--- src/include/sgd_regs.vh ---
// Register offsets, field positions and descriptor layout of the descriptor DMA.
`ifndef SGD_REGS_VH
`define SGD_REGS_VH
`define SGD_CSR_CONTROL 4'h0
`define SGD_CSR_STATUS 4'h4
`define SGD_CSR_MASK 4'h8
`define SGD_CSR_DESC_PTR 4'hc
`define SGD_CTL_RUN 0
`define SGD_CTL_POLL 1
`define SGD_CTL_IVL_LO 8
`define SGD_ST_ERROR 0
`define SGD_ST_EOP 1
`define SGD_ST_DESC_DONE 2
`define SGD_ST_CHAIN_DONE 3
`define SGD_ST_BUSY 4
`define SGD_DESC_WORDS 4'h8
`define SGD_W_READ_ADDR 3'h0
`define SGD_W_WRITE_ADDR 3'h2
`define SGD_W_NEXT 3'h4
`define SGD_W_LENGTH 3'h6
`define SGD_W_RESULT 3'h7
`define SGD_RESULT_OFFSET 32'h0000001c
`define SGD_BYTES_PER_WORD 16'h0004
`define SGD_C_END_MARKER 0
`define SGD_C_HOLD_READ 1
`define SGD_C_HOLD_WRITE 2
`define SGD_C_CHAN_LO 3
`define SGD_C_OWNER 7
`endif

--- src/logic/sgd_dma.v ---
// Descriptor-driven scatter-gather DMA engine with register slave and memory master.
`timescale 1ns/100ps
`default_nettype none
`include "sgd_regs.vh"
module sgd_dma #(
  parameter CHW = 4
) (
  // Clock and reset.
  input wire clk,
  input wire rst,
  // Register slave.
  input wire [3:0] csr_address,
  input wire csr_read,
  input wire csr_write,
  input wire [31:0] csr_writedata,
  output reg [31:0] csr_readdata,
  output wire csr_waitrequest,
  // Interrupt.
  output wire irq,
  // Memory master for descriptors and data.
  output reg [31:0] mem_address,
  output reg mem_read,
  output reg mem_write,
  output reg [31:0] mem_writedata,
  input wire [31:0] mem_readdata,
  input wire mem_waitrequest,
  // Stream source.
  output reg src_valid,
  input wire src_ready,
  output reg [31:0] src_data,
  output reg src_sop,
  output reg src_eop,
  output reg [CHW-1:0] src_channel,
  // Stream sink.
  input wire snk_valid,
  output wire snk_ready,
  input wire [31:0] snk_data,
  input wire snk_eop,
  input wire [CHW-1:0] snk_channel,
  input wire [7:0] snk_error
);
  localparam S_IDLE = 8'h01;
  localparam S_FETCH = 8'h02;
  localparam S_CHECK = 8'h04;
  localparam S_POLL = 8'h08;
  localparam S_RD = 8'h10;
  localparam S_WR = 8'h20;
  localparam S_WB = 8'h40;
  localparam S_NEXT = 8'h80;

  reg [7:0] state;
  reg csr_ack;
  reg [31:0] ctl;
  reg [3:0] sts;
  reg [3:0] mask;
  reg [31:0] cur_ptr;
  reg [31:0] d_raddr;
  reg [31:0] d_waddr;
  reg [31:0] d_next;
  reg [15:0] d_len;
  reg [7:0] d_ctrl;
  reg [2:0] idx;
  reg [31:0] raddr;
  reg [31:0] waddr;
  reg [15:0] count;
  reg [7:0] errs;
  reg [31:0] word;
  reg [CHW-1:0] chan;
  reg first;
  reg lastw;
  reg sawe;
  reg [7:0] poll_cnt;
  reg [3:0] set_ev;
  reg parked;

  wire mem_done = (mem_read | mem_write) & ~mem_waitrequest;
  wire src_is_stream = (d_raddr == 32'h00000000);
  wire dst_is_stream = (d_waddr == 32'h00000000);
  wire [15:0] count_next = count + `SGD_BYTES_PER_WORD;
  wire len_hit = (d_len != 16'h0000) && (count_next >= d_len);
  wire [7:0] ivl = ctl[`SGD_CTL_IVL_LO+7:`SGD_CTL_IVL_LO];
  wire csr_rd_acc = csr_read & csr_ack;
  wire csr_wr_acc = csr_write & csr_ack;

  assign csr_waitrequest = (csr_read | csr_write) & ~csr_ack;
  assign snk_ready = (state == S_RD) && src_is_stream;
  assign irq = |(sts & mask);

  // Register slave: one wait cycle, then the answer.
  always @(posedge clk) begin
    if (rst) begin
      csr_ack <= 1'b0;
      csr_readdata <= 32'h00000000;
      ctl <= 32'h00000000;
      mask <= 4'h0;
    end else begin
      csr_ack <= (csr_read | csr_write) & ~csr_ack;
      // Read data is loaded in the wait cycle so it stands at the completing edge.
      if (csr_read && !csr_ack) begin
        case (csr_address)
          `SGD_CSR_CONTROL: csr_readdata <= ctl;
          `SGD_CSR_STATUS: csr_readdata <= {27'h0000000, state != S_IDLE, sts};
          `SGD_CSR_MASK: csr_readdata <= {28'h0000000, mask};
          `SGD_CSR_DESC_PTR: csr_readdata <= cur_ptr;
          default: csr_readdata <= 32'h00000000;
        endcase
      end
      if (csr_wr_acc && csr_address == `SGD_CSR_CONTROL) begin
        ctl <= csr_writedata;
      end
      if (csr_wr_acc && csr_address == `SGD_CSR_MASK) begin
        mask <= csr_writedata[3:0];
      end
    end
  end

  // Sticky status: a read clears only the bits it reported, and new events win.
  always @(posedge clk) begin
    if (rst) begin
      sts <= 4'h0;
    end else if (csr_rd_acc && csr_address == `SGD_CSR_STATUS) begin
      sts <= (sts & ~csr_readdata[3:0]) | set_ev;
    end else begin
      sts <= sts | set_ev;
    end
  end

  // Descriptor walker and data mover.
  always @(posedge clk) begin
    if (rst) begin
      state <= S_IDLE;
      cur_ptr <= 32'h00000000;
      d_raddr <= 32'h00000000;
      d_waddr <= 32'h00000000;
      d_next <= 32'h00000000;
      d_len <= 16'h0000;
      d_ctrl <= 8'h00;
      idx <= 3'h0;
      raddr <= 32'h00000000;
      waddr <= 32'h00000000;
      count <= 16'h0000;
      errs <= 8'h00;
      word <= 32'h00000000;
      chan <= {CHW{1'b0}};
      first <= 1'b0;
      lastw <= 1'b0;
      sawe <= 1'b0;
      poll_cnt <= 8'h00;
      set_ev <= 4'h0;
      parked <= 1'b0;
      mem_address <= 32'h00000000;
      mem_read <= 1'b0;
      mem_write <= 1'b0;
      mem_writedata <= 32'h00000000;
      src_valid <= 1'b0;
      src_data <= 32'h00000000;
      src_sop <= 1'b0;
      src_eop <= 1'b0;
      src_channel <= {CHW{1'b0}};
    end else begin
      set_ev <= 4'h0;
      // A stopped chain restarts only after software writes the control register.
      if (csr_wr_acc && csr_address == `SGD_CSR_CONTROL) begin
        parked <= 1'b0;
      end
      case (state)
        S_IDLE: begin
          if (csr_wr_acc && csr_address == `SGD_CSR_DESC_PTR) begin
            cur_ptr <= csr_writedata;
          end
          if (ctl[`SGD_CTL_RUN] && !parked) begin
            idx <= 3'h0;
            state <= S_FETCH;
          end
        end
        S_FETCH: begin
          if (!mem_read) begin
            mem_read <= 1'b1;
            mem_address <= cur_ptr + {27'h0000000, idx, 2'b00};
          end else if (mem_done) begin
            mem_read <= 1'b0;
            case (idx)
              `SGD_W_READ_ADDR: d_raddr <= mem_readdata;
              `SGD_W_WRITE_ADDR: d_waddr <= mem_readdata;
              `SGD_W_NEXT: d_next <= mem_readdata;
              `SGD_W_LENGTH: d_len <= mem_readdata[15:0];
              `SGD_W_RESULT: d_ctrl <= mem_readdata[31:24];
              default: d_len <= d_len;
            endcase
            idx <= idx + 3'h1;
            if (idx == `SGD_W_RESULT) begin
              state <= S_CHECK;
            end
          end
        end
        S_CHECK: begin
          if (d_ctrl[`SGD_C_OWNER]) begin
            raddr <= d_raddr;
            waddr <= d_waddr;
            count <= 16'h0000;
            errs <= 8'h00;
            sawe <= 1'b0;
            first <= 1'b1;
            chan <= d_ctrl[`SGD_C_CHAN_LO+CHW-1:`SGD_C_CHAN_LO];
            state <= S_RD;
          end else if (ctl[`SGD_CTL_POLL]) begin
            poll_cnt <= (ivl == 8'h00) ? 8'h01 : ivl;
            state <= S_POLL;
          end else begin
            set_ev[`SGD_ST_CHAIN_DONE] <= 1'b1;
            parked <= 1'b1;
            state <= S_IDLE;
          end
        end
        S_POLL: begin
          if (poll_cnt == 8'h01) begin
            idx <= 3'h0;
            state <= S_FETCH;
          end else begin
            poll_cnt <= poll_cnt - 8'h01;
          end
        end
        S_RD: begin
          if (src_is_stream) begin
            if (snk_valid) begin
              word <= snk_data;
              chan <= snk_channel;
              errs <= errs | snk_error;
              sawe <= snk_eop;
              lastw <= snk_eop | len_hit;
              state <= S_WR;
            end
          end else if (!mem_read) begin
            mem_read <= 1'b1;
            mem_address <= raddr;
          end else if (mem_done) begin
            mem_read <= 1'b0;
            word <= mem_readdata;
            lastw <= len_hit;
            if (!d_ctrl[`SGD_C_HOLD_READ]) begin
              raddr <= raddr + 32'h00000004;
            end
            state <= S_WR;
          end
        end
        S_WR: begin
          if (dst_is_stream) begin
            if (!src_valid) begin
              src_valid <= 1'b1;
              src_data <= word;
              src_sop <= first & d_ctrl[`SGD_C_HOLD_WRITE];
              src_eop <= lastw & d_ctrl[`SGD_C_END_MARKER];
              src_channel <= chan;
            end else if (src_ready) begin
              src_valid <= 1'b0;
              src_sop <= 1'b0;
              src_eop <= 1'b0;
              count <= count_next;
              first <= 1'b0;
              state <= lastw ? S_WB : S_RD;
            end
          end else if (!mem_write) begin
            mem_write <= 1'b1;
            mem_address <= waddr;
            mem_writedata <= word;
          end else if (mem_done) begin
            mem_write <= 1'b0;
            if (!d_ctrl[`SGD_C_HOLD_WRITE]) begin
              waddr <= waddr + 32'h00000004;
            end
            count <= count_next;
            first <= 1'b0;
            state <= lastw ? S_WB : S_RD;
          end
        end
        S_WB: begin
          if (!mem_write) begin
            mem_write <= 1'b1;
            mem_address <= cur_ptr + `SGD_RESULT_OFFSET;
            // Ownership is returned to software; the channel is the one last seen.
            mem_writedata <= {1'b0, chan, d_ctrl[2:0], errs, count};
          end else if (mem_done) begin
            mem_write <= 1'b0;
            set_ev[`SGD_ST_DESC_DONE] <= 1'b1;
            set_ev[`SGD_ST_ERROR] <= (errs != 8'h00);
            set_ev[`SGD_ST_EOP] <= sawe;
            state <= S_NEXT;
          end
        end
        S_NEXT: begin
          cur_ptr <= d_next;
          idx <= 3'h0;
          if (ctl[`SGD_CTL_RUN]) begin
            state <= S_FETCH;
          end else begin
            set_ev[`SGD_ST_CHAIN_DONE] <= 1'b1;
            state <= S_IDLE;
          end
        end
        default: state <= S_IDLE;
      endcase
    end
  end
endmodule // sgd_dma
`default_nettype wire

--- config.mk ---
export PLATFORM = sky130hd
export DESIGN_NAME = sgd_dma
export DESIGN_NICKNAME = d
export VERILOG_FILES = /design/src/logic/sgd_dma.v
export VERILOG_INCLUDE_DIRS = /design/src /design/src/include
export SDC_FILE = /design/constraint.sdc
export NUM_CORES = 1
export LEC_CHECK = 0
export BUFFER_PORTS_ARGS = -buffer_cell sky130_fd_sc_hd__buf_2
export CAP_MARGIN = 20
export CORE_AREA = 2 2 227 229
export CTS_CLUSTER_SIZE = 14
export DETAILED_ROUTE_END_ITERATION = 8
export DIE_AREA = 0 0 229 231
export RECOVER_POWER = 25
export SLEW_MARGIN = 20
export SYNTH_ARGS = -nofsm -noshare
export SYNTH_HDL_FRONTEND = slang
export SYNTH_SLANG_ARGS = --single-unit
--- constraint.sdc ---
create_clock -name clk -period 10 [get_ports clk]
set_input_delay 1.5 -clock clk [delete_from_list [all_inputs] [get_ports clk]]
set_output_delay 1.5 -clock clk [all_outputs]
set_load 0.02 [all_outputs]
== Word-level counts from Yosys, hierarchy flattened ==
Index checks and enable logic that the tools add are counted.
Word-level totals
  flip-flop bits (word level): 481
  output and inout port bits: 140
  word-level logic and storage cells: 280
Operators by class
  add/subtract/negate cells: 7
  $lt $le $gt $ge: 1
  equal/unequal tests: 52
  mux-type cells: 112
  bitwise gates (word level): 21
  reductions and logical operators: 51
Operators by type and width (number)
  32-bit two-way mux: 24
  32-bit case mux with 2 select lines: 4
  32-bit case mux with 4 select lines: 2
  8-bit two-way mux: 24
  16-bit two-way mux: 6
  32-bit by 3-bit adder with 32-bit output (second input constant): 2
  32-bit zero test: 2
  8-bit case mux with 8 select lines: 1
  2-bit != test (second input constant): 27
  4-bit AND reduction: 9
  32-bit by 5-bit adder with 32-bit output: 1
  32-bit by 5-bit adder with 32-bit output (second input constant): 1
  16-bit case mux with 2 select lines: 1
  8-bit case mux with 2 select lines: 2
  1-bit two-way mux: 29
  3-bit != test (second input constant): 7
  4-bit two-way mux: 5
  6-bit AND reduction: 3
  16-bit by 3-bit adder with 16-bit output (second input constant): 1
  8-bit by 1-bit == test with 1-bit output (second input constant): 2
  16-bit greater-or-equal comparator: 1
  16-bit nonzero test: 1
  2-bit nonzero test: 8
  3-bit two-way mux: 5
  other kinds (41): 76

== Depth between registers and ports, before layout ==
Gate-level depths: netlist (run 1).
  depth after elaboration: 6
  mapped depth: 14
  mapped depth without buffers: 13

== Least setup slack after synthesis (run 1) ==
No wires, ideal clock.
  kind: reg2reg
  start: reg state[2]
  end: reg mem_address[24]
  library setup time: 0.086 ns
  data arrival time: 3.235 ns
  slack: 6.680 ns
  cell stages (with the launch flop): 15
  buffers on the path: 3
  period minus slack after synthesis: 3.320 ns
  path through: dfxtp_1 nor4_2 nand4b_1 clkbuf_1 buf_1 nand2_1 ha_1 fa_1 a21o_1 nand4_1 clkbuf_1 or3_1 a21oi_1 a221oi_1 a211oi_1
On the way
  word-level cells in the longest chain between the ends: 3
  elaborated cells between the ends (all ways): 13
  classes of those cells: 10 x eq/ne; 1 x mux; 2 x reduce/logical
Ends and longest elaborated chain
  start: declaration: line sgd_dma.v:51  | reg [7:0] state;
  start signal: assignment: line sgd_dma.v:260  | state <= lastw ? S_WB : S_RD;
  start signal: assignment: line sgd_dma.v:273  | state <= lastw ? S_WB : S_RD;
  8-bit by 5-bit == test with 1-bit output (tied with other cells): line sgd_dma.v:166  | case (state)
  4-bit nonzero test (no source line) or 2-bit != test (tied branches)
  7-bit AND reduction (no source line)
  end signal: assignment: line sgd_dma.v:179  | mem_address <= cur_ptr + {27'h0000000, idx, 2'b00};
  end signal: assignment: line sgd_dma.v:235  | mem_address <= raddr;
  end signal: assignment: line sgd_dma.v:264  | mem_address <= waddr;
  end: declaration: line sgd_dma.v:21  | output reg [31:0] mem_address,
Several ways; a longest one is shown, not always the timed one.
A chain may end at the register's enable or synchronous reset.

== Worst setup path after layout (run 1) ==
  start: in rst
  end: reg set_ev[0]
On the way
  word-level cells in the longest chain between the ends: 1
Ends and longest elaborated chain
  start: declaration: line sgd_dma.v:10  | input wire rst,
  4-bit OR reduction (no source line)
  end signal: indexed assignment: line sgd_dma.v:285  | set_ev[`SGD_ST_ERROR] <= (errs != 8'h00);
  end signal: indexed assignment: line sgd_dma.v:286  | set_ev[`SGD_ST_EOP] <= sawe;
  end: declaration: line sgd_dma.v:73  | reg [3:0] set_ev;
Every way passes these cells.

==> results by group, run 1 <==
Global routing
  • Largest net degree at the start of global routing: 205
  • First-pass GRT wire length: 122200 µm
  • Global Route Usage Sum: 29.29%
  • Gr ovfl total: 0
  • Number of global-route vias before repair: 20610
  • Initial antenna violation count: 3

Setup path
  • R2r setup slk: 4.48 ns
  • Worst R2R Start: state[4]$_SDFFE_PP0P_
  • CP Launch Type: input port
  • R2R depth: 7
  • Critical path, cell by cell: buf_8, clkbuf_2, nor3_1, a21boi_0
  • Critical path's slowest cell: clkbuf_2
  • Worst setup EP type: register
  • FF-to-FF End: raddr[11]$_SDFFE_PP0P_
  • Kind of critical path: input port to register
  • CP Max Fanout: 204
  • Data required, critical path: 10.43 ns
  • Worst Path Arrival: 6.46 ns
  • CP peak stage delay: 2.99 ns

Clocking
  • Clk slew on worst S/H paths: 0.05 ns
  • Hold_buf cts: 0
  • TritonCTS buffer count: 53
  • Buffer depth of the longest clock path: 3
  • Clk_lat worst skew: 0.62 ns
  • CTS HTree Levels: 2
  • CTS-repair resized insts: 0
  • CTS tree: done
  • CTS sink cnt: 479
  • Post-CTS Setup Bufs: 0
  • Root Buffer: clkbuf_16

Timing
  • Slew margin rel.: -193.7%
  • RSZ-0062 raised after global routing: false
  • Final hold vios: 0
  • Least-Margin Pin Slew: 4.405 ns
  • Setup TNS: 0 ns
  • Clock Skew: 0.03048 ns
  • Slew Viols, Final: 282
  • Setup violators final: 0
  • Final hold slack: 0.4508 ns
  • Tmin final: 6.035 ns
  • Fmax: 165.7 MHz
  • Final Cycle Share: 60.35%

Routing
  • 1st-pass router iterations: 6
  • Drt total wl: 80310 µm
  • ANT nets after route: 0
  • Vias/cell: 5.988
  • DRC Markers: 0
  • Initial drt markers: 2216
  • Routed len/inst: 21.62 µm
  • Vias: 22240

Synthesis
  • Syn Area/Cell: 7.814 µm²
  • Ys flop type: dfxtp_1
  • EDFF count, synth: 0
  • Synth area leader: dfxtp_1
  • Seq/Total Area, Yosys: 42.76%
  • Cell Area, Synth: 22430 µm²
  • Top cells by area, synth: dfxtp_1, nand2_1, a21oi_1
  • Top cell type's share of synthesized area: 42.76%
  • Yosys cell types: 83
  • Synth cell count leaders: nand2_1, dfxtp_1, a21oi_1
  • Syn Inst Count: 2870
  • Syn nets: 3017
  • Most numerous cell in the Yosys netlist: nand2_1
  • YS warnings: 0
  • #FFs+latches synth: 479
  • Async set-reset flop share out of synthesis: 0%

Worst hold path
  • Hold-critical path endpoint: src_data[29]$_SDFFE_PP0P_
  • Hold depth: 2
  • Hold Path Class: register to register
  • Hold path start: src_data[29]$_SDFFE_PP0P_

Final layout
  • Share of layout cells above drive strength 1: 10.74%
  • Cell area after layout: 25820 µm²
  • Final core utilization: 50.95%
  • Number of nets in the layout: 3137
  • Filler instances: 5037
  • Footprint of the multi-input gates: 11860 µm²
  • Sequential cell area: 9589 µm²
  • Area growth from synthesis to layout: 15.14%

Power and ir drop
  • Leak: 8.832 nW
  • Worst vdd ir: 0.1447 mV
  • PnR Total Power: 0.004414 W
  • Power Density: 171.0 nW/µm²

Placement
  • Post-DP HPWL: 56240 µm
  • GP Congestion: 0.9558
  • DP Area: 24010 µm²
  • Port Buf Inserts: 259

Floorplanning
  • DIE AREA: 52900 µm²
  • IO Pins: 260
  • DIE WIDTH: 229 µm
  • Starting Density: 44.25%
  • Die height: 231 µm
  • Core area: 50680 µm²
  • Std cell rows: 83

Job
  • Number of max-cap violations: 3

Run status
  • Status: finished, violations left
  • Failing checks: max-capacitance violations, max-slew violations
==> worst max-delay path: cells and delay by family <==
kind,cells,cell delay [ns]
AOI/OAI and AO/OA,1,0.41
and+or+nand+nor,1,0.76
buffers and inverters,2,3.43
==> layout by cell type (no fill, tap or decap), drive strengths merged, types with 10 or more instances in the layout <==
master / count
nand2: 590
dfxtp: 479
a21oi: 374
nor2: 260
buf: 185
clkbuf: 177
a211oi: 88
o21ai: 85
nand3: 74
mux2i: 71
a311oi: 60
a22oi: 54
nor3: 44
nor4: 42
inv: 39
nand4: 38
a31oi: 30
ha: 26
o211ai: 24
or3: 24
nand2b: 22
xor2: 18
and3: 18
a221oi: 15
clkinv: 14
and4: 13
xnor2: 11
and2: 10
bufinv: 10
or4: 10
or2: 10
==> stage by stage <==
stage / setup slack [ns] / cells
floorplan: 6.680 / 2870
CTS: 5.961 / 3714
global placement: 6.197 / 3615
global route: 3.852 / 3714
finish: 3.965 / 3715
detailed placement: 6.101 / 3615
==> where the power goes <==
part	total (W)	internal, W	switching [W]
clock	0.00218	0.00134	0.000845
combinational	0.000276	0.0000815	0.000195
sequential	0.00195	0.00193	0.0000250
total	0.00441	0.00335	0.00107
==> state kept, by name, indices dropped and copies added (netlist names), 14 cells and up <==
signal,cells
word,32
src_data,32
ctl,32
mem_address,32
raddr,32
cur_ptr,32
mem_writedata,32
waddr,32
d_next,32
d_waddr,32
d_raddr,32
d_len,16
count,14
csr_readdata,32
==> metal layers <==
metal	track usage, %	routed length, µm	part of all wire, %
met5	0	0	0
met4	10.29	2922	3.6
met3	5.151	6398	8.0
met2	47.76	37100	46
met1	39.02	33890	42
==> final cells by class <==
cell class                 instances  area share (%)
inverter                          38          0.5524
clock inverter                    28           1.681
clock buffer                      71           5.946
antenna                            1        0.009691
multi-input combinational       2127           45.94
timing repair buffer             291           5.442
tap                              680           3.295
sequential                       479           37.14
==> kinds of logic (layout without fill, tap and decap cells) <==
logic type	after synthesis	count (layout)	share of synthesized area (%)
multiplexers	75	75	3.370
flip-flops	479	479	42.76
AND/OR/NAND/NOR	1198	1198	24.29
AO/OA/AOI/OAI	798	798	22.18
XOR/XNOR	29	29	1.133
other	0	1	0
buffers and inverters	264	428	4.731
adder cells (fa/ha/maj)	27	27	1.540
==> worst max-delay path by stage <==
stage                             startpoint                            end  slack, ns  cells past startpoint
floorplan              state[2]$_SDFFE_PP0P_   mem_address[24]$_SDFFE_PP0P_       6.68                     14
global placement                    csr_read  csr_readdata[28]$_SDFFE_PP0P_       6.20                      6
detailed placement           mem_waitrequest         raddr[22]$_SDFFE_PP0P_       6.10                      6
CTS                 d_raddr[16]$_SDFFE_PP0P_                      snk_ready       5.96                      4
global route                             rst           set_ev[0]$_SDFF_PP0_       3.85                      4
finish                                   rst           set_ev[0]$_SDFF_PP0_       3.96                      4
(Power assumes the default switching activity.)
==> run 2: changes to the inputs <==
--- a/config.mk
+++ b/config.mk
@@ -12,6 +12,7 @@
 export CTS_CLUSTER_SIZE = 14
 export DETAILED_ROUTE_END_ITERATION = 8
 export DIE_AREA = 0 0 229 231
+export PLACE_DENSITY = 0.66
 export RECOVER_POWER = 25
 export SLEW_MARGIN = 20
 export SYNTH_ARGS = -nofsm -noshare
==> constraint.sdc (replaced) <==
create_clock -name clk -period 5.2 [get_ports clk]
set_input_delay 0.78 -clock clk [delete_from_list [all_inputs] [get_ports clk]]
set_output_delay 0.78 -clock clk [all_outputs]
set_load 0.02 [all_outputs]
==> results by group, run 2 (synthesized netlist as in run 1, its figures left out) <==
Timing
  • Fmax: 246.6 MHz
  • Slew margin rel.: -140.4% (+53 points)
  • Clock Skew: 0.03858 ns (+0.008107 ns)
  • Tmin final: 4.055 ns
  • Setup TNS: 0 ns (unchanged)
  • Final hold vios: 0 (unchanged)
  • Setup violators final: 0 (unchanged)
  • Slew Viols, Final: 269 (-4.6%)
  • Final Cycle Share: 77.99%
  • Least-Margin Pin Slew: 3.605 ns (-0.7998 ns)
  • RSZ-0062 raised after global routing: false
  • Final WS setup: 1.145 ns (-2.820 ns)

Worst hold path
  • Hold Path Class: input port to register

Power and ir drop
  • Worst vdd ir: 0.2690 mV (+86%)
  • Comb power frac: 6.6% (+0.3 points)
  • Internal: 0.005883 W (+76%)
  • Leak: 8.537 nW (-3.3%)
  • Power Density: 306.7 nW/µm² (+79%)
  • PnR Total Power: 0.007819 W (+77%)
  • Flop pwr share: 48.2% (+3.9 points)
  • Clock power share: 45.2% (-4.3 points)
  • Net switching power: 0.001936 W (+82%)
  • Switching share of power: 24.76% (+0.63 points)

Final layout
  • Final core utilization: 50.30% (-0.65 points)
  • Footprint of the multi-input gates: 11880 µm² (+0.18%)
  • Number of nets in the layout: 3141 (+0.13%)
  • Cell area after layout: 25490 µm² (-1.3%)
  • Share of layout cells above drive strength 1: 9.148% (-1.6 points)
  • Filler instances: 5021 (-0.32%)
  • Most frequent cells in the layout: nand2_1, dfxtp_1, a21oi_1
  • # diodes: 0 (-1)
  • Commonest non-fill, non-tap cell in the layout: nand2_1
  • Sequential cell area: 9589 µm² (unchanged)
  • Area growth from synthesis to layout: 13.67%

Routing
  • 1st-pass router iterations: 5 (-1)
  • DRC Markers: 0 (unchanged)
  • Vias: 22240 (-0.0090%)
  • ANT nets after route: 0 (unchanged)
  • Drt total wl: 77890 µm (-3.0%)
  • Routed len/inst: 21.00 µm (-2.8%)
  • Initial drt markers: 2200 (-0.72%)
  • Vias/cell: 5.998 (+0.18%)

Floorplanning
  • IO Pins: 260 (unchanged)
  • Core area: 50680 µm² (unchanged)
  • DIE WIDTH: 229 µm (unchanged)
  • DIE AREA: 52900 µm² (unchanged)
  • Die height: 231 µm (unchanged)
  • Starting Density: 44.25% (unchanged)
  • Std cell rows: 83 (unchanged)

Global routing
  • Global Route Usage Sum: 28.38% (-0.91 points)
  • GR Util met2: 45.24% (-2.5 points)
  • Initial antenna violation count: 3 (unchanged)
  • Largest net degree at the start of global routing: 143 (-30%)
  • Met1 GRT Util: 37.60% (-1.4 points)
  • Gr ovfl total: 0 (unchanged)
  • Number of global-route vias before repair: 20510 (-0.45%)
  • M3 GR Usage: 5.719% (+0.57 points)
  • First-pass GRT wire length: 118600 µm (-2.9%)
  • GR peak layer: met2

Placement
  • DP Worst Slack: 1.681 ns (-4.420 ns)
  • Port Buf Inserts: 259 (unchanged)
  • GP Congestion: 0.9688 (+1.4%)
  • Post-DP HPWL: 55230 µm (-1.8%)
  • DP Area: 24030 µm² (about the same)

Setup path
  • Kind of critical path: input port to register
  • CP Max Fanout: 142 (-30%)
  • CP Launch Type: input port
  • Worst Path Arrival: 4.38 ns (-2.08 ns)
  • Data required, critical path: 5.53 ns (-4.90 ns)
  • Worst setup EP type: register
  • R2r setup slk: 1.52 ns (-2.96 ns)

Clocking
  • Buffer depth of the longest clock path: 3 (unchanged)
  • Hold_buf cts: 0 (unchanged)
  • Clk slew on worst S/H paths: 0.06 ns (about the same)
  • Root Buffer: clkbuf_16
  • Post-CTS Setup Bufs: 0 (unchanged)
  • CTS HTree Levels: 2 (unchanged)
  • CTS-repair resized insts: 0 (unchanged)
  • TritonCTS buffer count: 51 (-3.8%)
  • CTS sink cnt: 479 (unchanged)
  • Clk_lat worst skew: 0.61 ns (about the same)
  • CTS tree: done

Run status
  • Status: finished, violations left
  • Failing checks: max-capacitance violations, max-slew violations

Job
  • Number of max-cap violations: 3 (unchanged)
[run 2: per-stage QoR]
stage               hold WS [ns]  std cells
floorplan                 0.4130       2870
global placement          0.4332       3619
detailed placement        0.4429       3619
CTS                       0.3841       3706
global route              0.4125       3708
finish                    0.4080       3708
[run 2: final timing paths]
| check | to | depth (start not counted) | start |
|---|---|---|---|
| worst max-delay path | raddr[29]$_SDFFE_PP0P_ | 5 | rst |
| worst min register to register | d_next[27]$_SDFFE_PP0P_ | 2 | d_next[27]$_SDFFE_PP0P_ |
| worst min-delay path | errs[0]$_SDFFE_PP0P_ | 3 | snk_error[0] |
| worst max register to register | raddr[17]$_SDFFE_PP0P_ | 6 | state[4]$_SDFFE_PP0P_ |
[run 2: power by group through the flow]
stage	Sequential (W)	Combinational (W)	Clock, W
after global routing	0.00377	0.000554	0.00374
after floorplan	0.00385	0.000263	0
after global placement	0.00384	0.000506	0
after CTS	0.00376	0.000517	0.00359
after detailed placement	0.00384	0.000515	0
final	0.00377	0.000519	0.00353
[run 2: area by class of cell]
cell class | count | share of cell area (%)
multi-input combinational | 2127 | 46.61
sequential | 479 | 37.62
clock buffer | 77 | 5.703
timing repair buffer | 297 | 5.689
tap | 680 | 3.338
inverter | 38 | 0.5595
clock inverter | 10 | 0.4810
[run 2: metal layers]
layer | wire, µm | up-vias
li1 | - | 10480
met1 | 32640 | 10610
met2 | 34950 | 989
met3 | 7158 | 164
met4 | 3123 | 2
met5 | 13 | -
[run 2: critical path, stage by stage]
cell,delay [ns]
buf_8,0.62
clkbuf_1,2.59
nor2_1,0.04
nand3_1,0.20
o311ai_1,0.10
==> run 3: changes to the inputs <==
==> constraint.sdc (replaced) <==
create_clock -name clk -period 3.5 [get_ports clk]
set_input_delay 0.525 -clock clk [delete_from_list [all_inputs] [get_ports clk]]
set_output_delay 0.525 -clock clk [all_outputs]
set_load 0.02 [all_outputs]
==> results by group, run 3 (synthesized netlist as in run 1, its figures left out) <==
Global routing
  • First-pass GRT wire length: 120200 µm (+1.3%)
  • Global Route Usage Sum: 28.73% (+0.34 points)
  • Largest net degree at the start of global routing: 121 (-15%)
  • Number of global-route vias before repair: 20480 (-0.17%)
  • Initial antenna violation count: 5 (+2)
  • Gr ovfl total: 0 (unchanged)

Timing
  • Final Cycle Share: 96.17%
  • Least-Margin Pin Slew: 2.881 ns (-0.7247 ns)
  • Slew Viols, Final: 117 (-57%)
  • Final hold vios: 0 (unchanged)
  • Clock Skew: 0.03249 ns (-0.006091 ns)
  • Slew margin rel.: -92.05% (+48 points)
  • Setup violators final: 0 (unchanged)
  • Tmin final: 3.366 ns
  • Fmax: 297.1 MHz
  • Final WS setup: 0.1341 ns (-1.011 ns)
  • RSZ-0062 raised after global routing: false
  • Setup TNS: 0 ns (unchanged)

Power and ir drop
  • PnR Total Power: 0.01183 W (+51%)
  • Worst vdd ir: 0.3740 mV (+39%)
  • Leak: 8.741 nW (+2.4%)
  • Power Density: 458.6 nW/µm² (+50%)

Routing
  • ANT nets after route: 0 (unchanged)
  • DRC Markers: 0 (unchanged)
  • Initial drt markers: 2225 (+1.1%)
  • Vias/cell: 5.972 (-0.45%)
  • 1st-pass router iterations: 6 (+1)
  • Routed len/inst: 21.16 µm (+0.72%)
  • Drt total wl: 79040 µm (+1.5%)
  • Vias: 22310 (+0.31%)

Clocking
  • CTS tree: done
  • CTS HTree Levels: 2 (unchanged)
  • Hold_buf cts: 0 (unchanged)
  • Buffer depth of the longest clock path: 3 (unchanged)
  • CTS sink cnt: 479 (unchanged)
  • Root Buffer: clkbuf_16
  • TritonCTS buffer count: 51 (unchanged)
  • Clk slew on worst S/H paths: 0.06 ns (about the same)
  • CTS-repair resized insts: 0 (unchanged)
  • Clk_lat worst skew: 0.63 ns (+0.02 ns)

Setup path
  • FF-to-FF End: waddr[25]$_SDFFE_PP0P_
  • Data required, critical path: 2.97 ns (-2.56 ns)
  • Kind of critical path: register to primary output
  • CP Launch Type: register
  • Crit path top cell by count: buf_4
  • Critical path, cell by cell: nor4_4, buf_4, nand4b_1, buf_4, nor3_1, buf_2
  • Worst R2R Start: state[7]$_SDFFE_PP0P_
  • CP Max Fanout: 45 (-68%)
  • R2r setup slk: 0.32 ns (-1.20 ns)
  • R2R depth: 6 (unchanged)
  • Worst setup EP type: primary output
  • Worst Path Arrival: 2.84 ns (-1.54 ns)
  • CP top delay family: simple AND/OR/NAND/NOR gates
  • Critical path's slowest cell: nor4_4
  • CP peak stage delay: 0.53 ns (-2.06 ns)
  • CP bufs+invs: 3 (+1)

Final layout
  • Number of nets in the layout: 3167 (+0.83%)
  • Area growth from synthesis to layout: 15.00%
  • Commonest non-fill, non-tap cell in the layout: nand2_1
  • Share of layout cells above drive strength 1: 10.28% (+1.1 points)
  • Most frequent cells in the layout: nand2_1, dfxtp_1, a21oi_1
  • Final core utilization: 50.89% (+0.59 points)
  • Filler instances: 4929 (-1.8%)
  • Count of non-filler cells in the finished layout: 3736 (+0.76%)

Placement
  • DP Worst Slack: 0.3152 ns (-1.366 ns)
  • Port Buf Inserts: 259 (unchanged)
  • Post-DP HPWL: 55970 µm (+1.3%)
  • GP Congestion: 0.9448 (-2.5%)
  • Number of placed cells counting well taps: 3646 (+0.75%)

Floorplanning
  • DIE AREA: 52900 µm² (unchanged)
  • Die height: 231 µm (unchanged)
  • Core area: 50680 µm² (unchanged)
  • Starting Density: 44.25% (unchanged)
  • DIE WIDTH: 229 µm (unchanged)
  • Std cell rows: 83 (unchanged)
  • IO Pins: 260 (unchanged)

Worst hold path
  • Hold-critical path endpoint: errs[0]$_SDFFE_PP0P_
  • Hold Path Class: input port to register
  • Hold depth: 3 (unchanged)
  • Hold path start: snk_error[0]

Job
  • Number of max-cap violations: 1 (-2)

Run status
  • Failing checks: max-capacitance violations, max-slew violations
  • Status: finished, violations left
## run 3: changes by cell type in the layout (fill, tap and decap cells not counted), sizes merged
cell / previous run / this run
buf: 156 / 190
clkbuf: 218 / 204
clkinv: 5 / 11
clkinvlp: 0 / 2
inv: 41 / 39
bufinv: 2 / 3
diode: 0 / 1
## run 3: repair_timing
action                     CTS  global route
setup endpoints to repair    0             6
hold endpoints to repair     0             0
buffers inserted             0             1
## run 3: worst max path at each step
stage	start	end	slack, ns	cells past startpoint
after CTS	state[7]$_SDFFE_PP0P_	snk_ready	0.18	6
after global placement	state[2]$_SDFFE_PP0P_	mem_address[20]$_SDFFE_PP0P_	0.40	11
after detailed placement	state[2]$_SDFFE_PP0P_	mem_address[20]$_SDFFE_PP0P_	0.32	11
after floorplan	state[2]$_SDFFE_PP0P_	mem_address[24]$_SDFFE_PP0P_	0.18	14
after global routing	state[0]$_SDFFE_PP1P_	snk_ready	0.05	6
final	state[7]$_SDFFE_PP0P_	snk_ready	0.13	6
## run 3: metal layers
metal | up-vias | wire length, µm | global-route usage, %
li1 | 10520 | - | -
met1 | 10610 | 33430 | 38.98
met2 | 1004 | 35320 | 45.03
met3 | 178 | 6826 | 5.027
met4 | 4 | 3436 | 12.16
met5 | - | 26 | 0
## run 3: worst register-to-register path, stage by stage, from the launching register on
cell	delay (ns)
dfxtp_1	0.37
or4_1	0.84
nor4_2	0.65
o32ai_4	0.39
buf_4	0.29
or3_1	0.36
a31oi_1	0.16
## run 3: cell type report
cell class | instances | area [µm²] | area share (%)
clock inverter | 17 | 205.2 | 0.7956
tap | 680 | 850.8 | 3.299
antenna | 1 | 2.502 | 0.009703
sequential | 479 | 9589 | 37.18
inverter | 38 | 142.6 | 0.5530
timing repair buffer | 323 | 1687 | 6.540
clock buffer | 71 | 1443 | 5.594
multi-input combinational | 2127 | 11870 | 46.03
## run 3: through the flow
| stage | hold slack, ns | instance area [µm²] |
|---|---|---|
| final | 0.1402 | 25790 |
| after global routing | 0.1452 | 25790 |
| after floorplan | 0.4130 | 22430 |
| after global placement | 0.4382 | 24310 |
| after detailed placement | 0.4336 | 24310 |
| after CTS | 0.1122 | 25950 |
## run 3: where the power goes
part	total [W]	internal, W	switching (W)
logic	0.000812	0.000253	0.000559
registers	0.00559	0.00551	0.0000774
clock network	0.00543	0.00310	0.00233
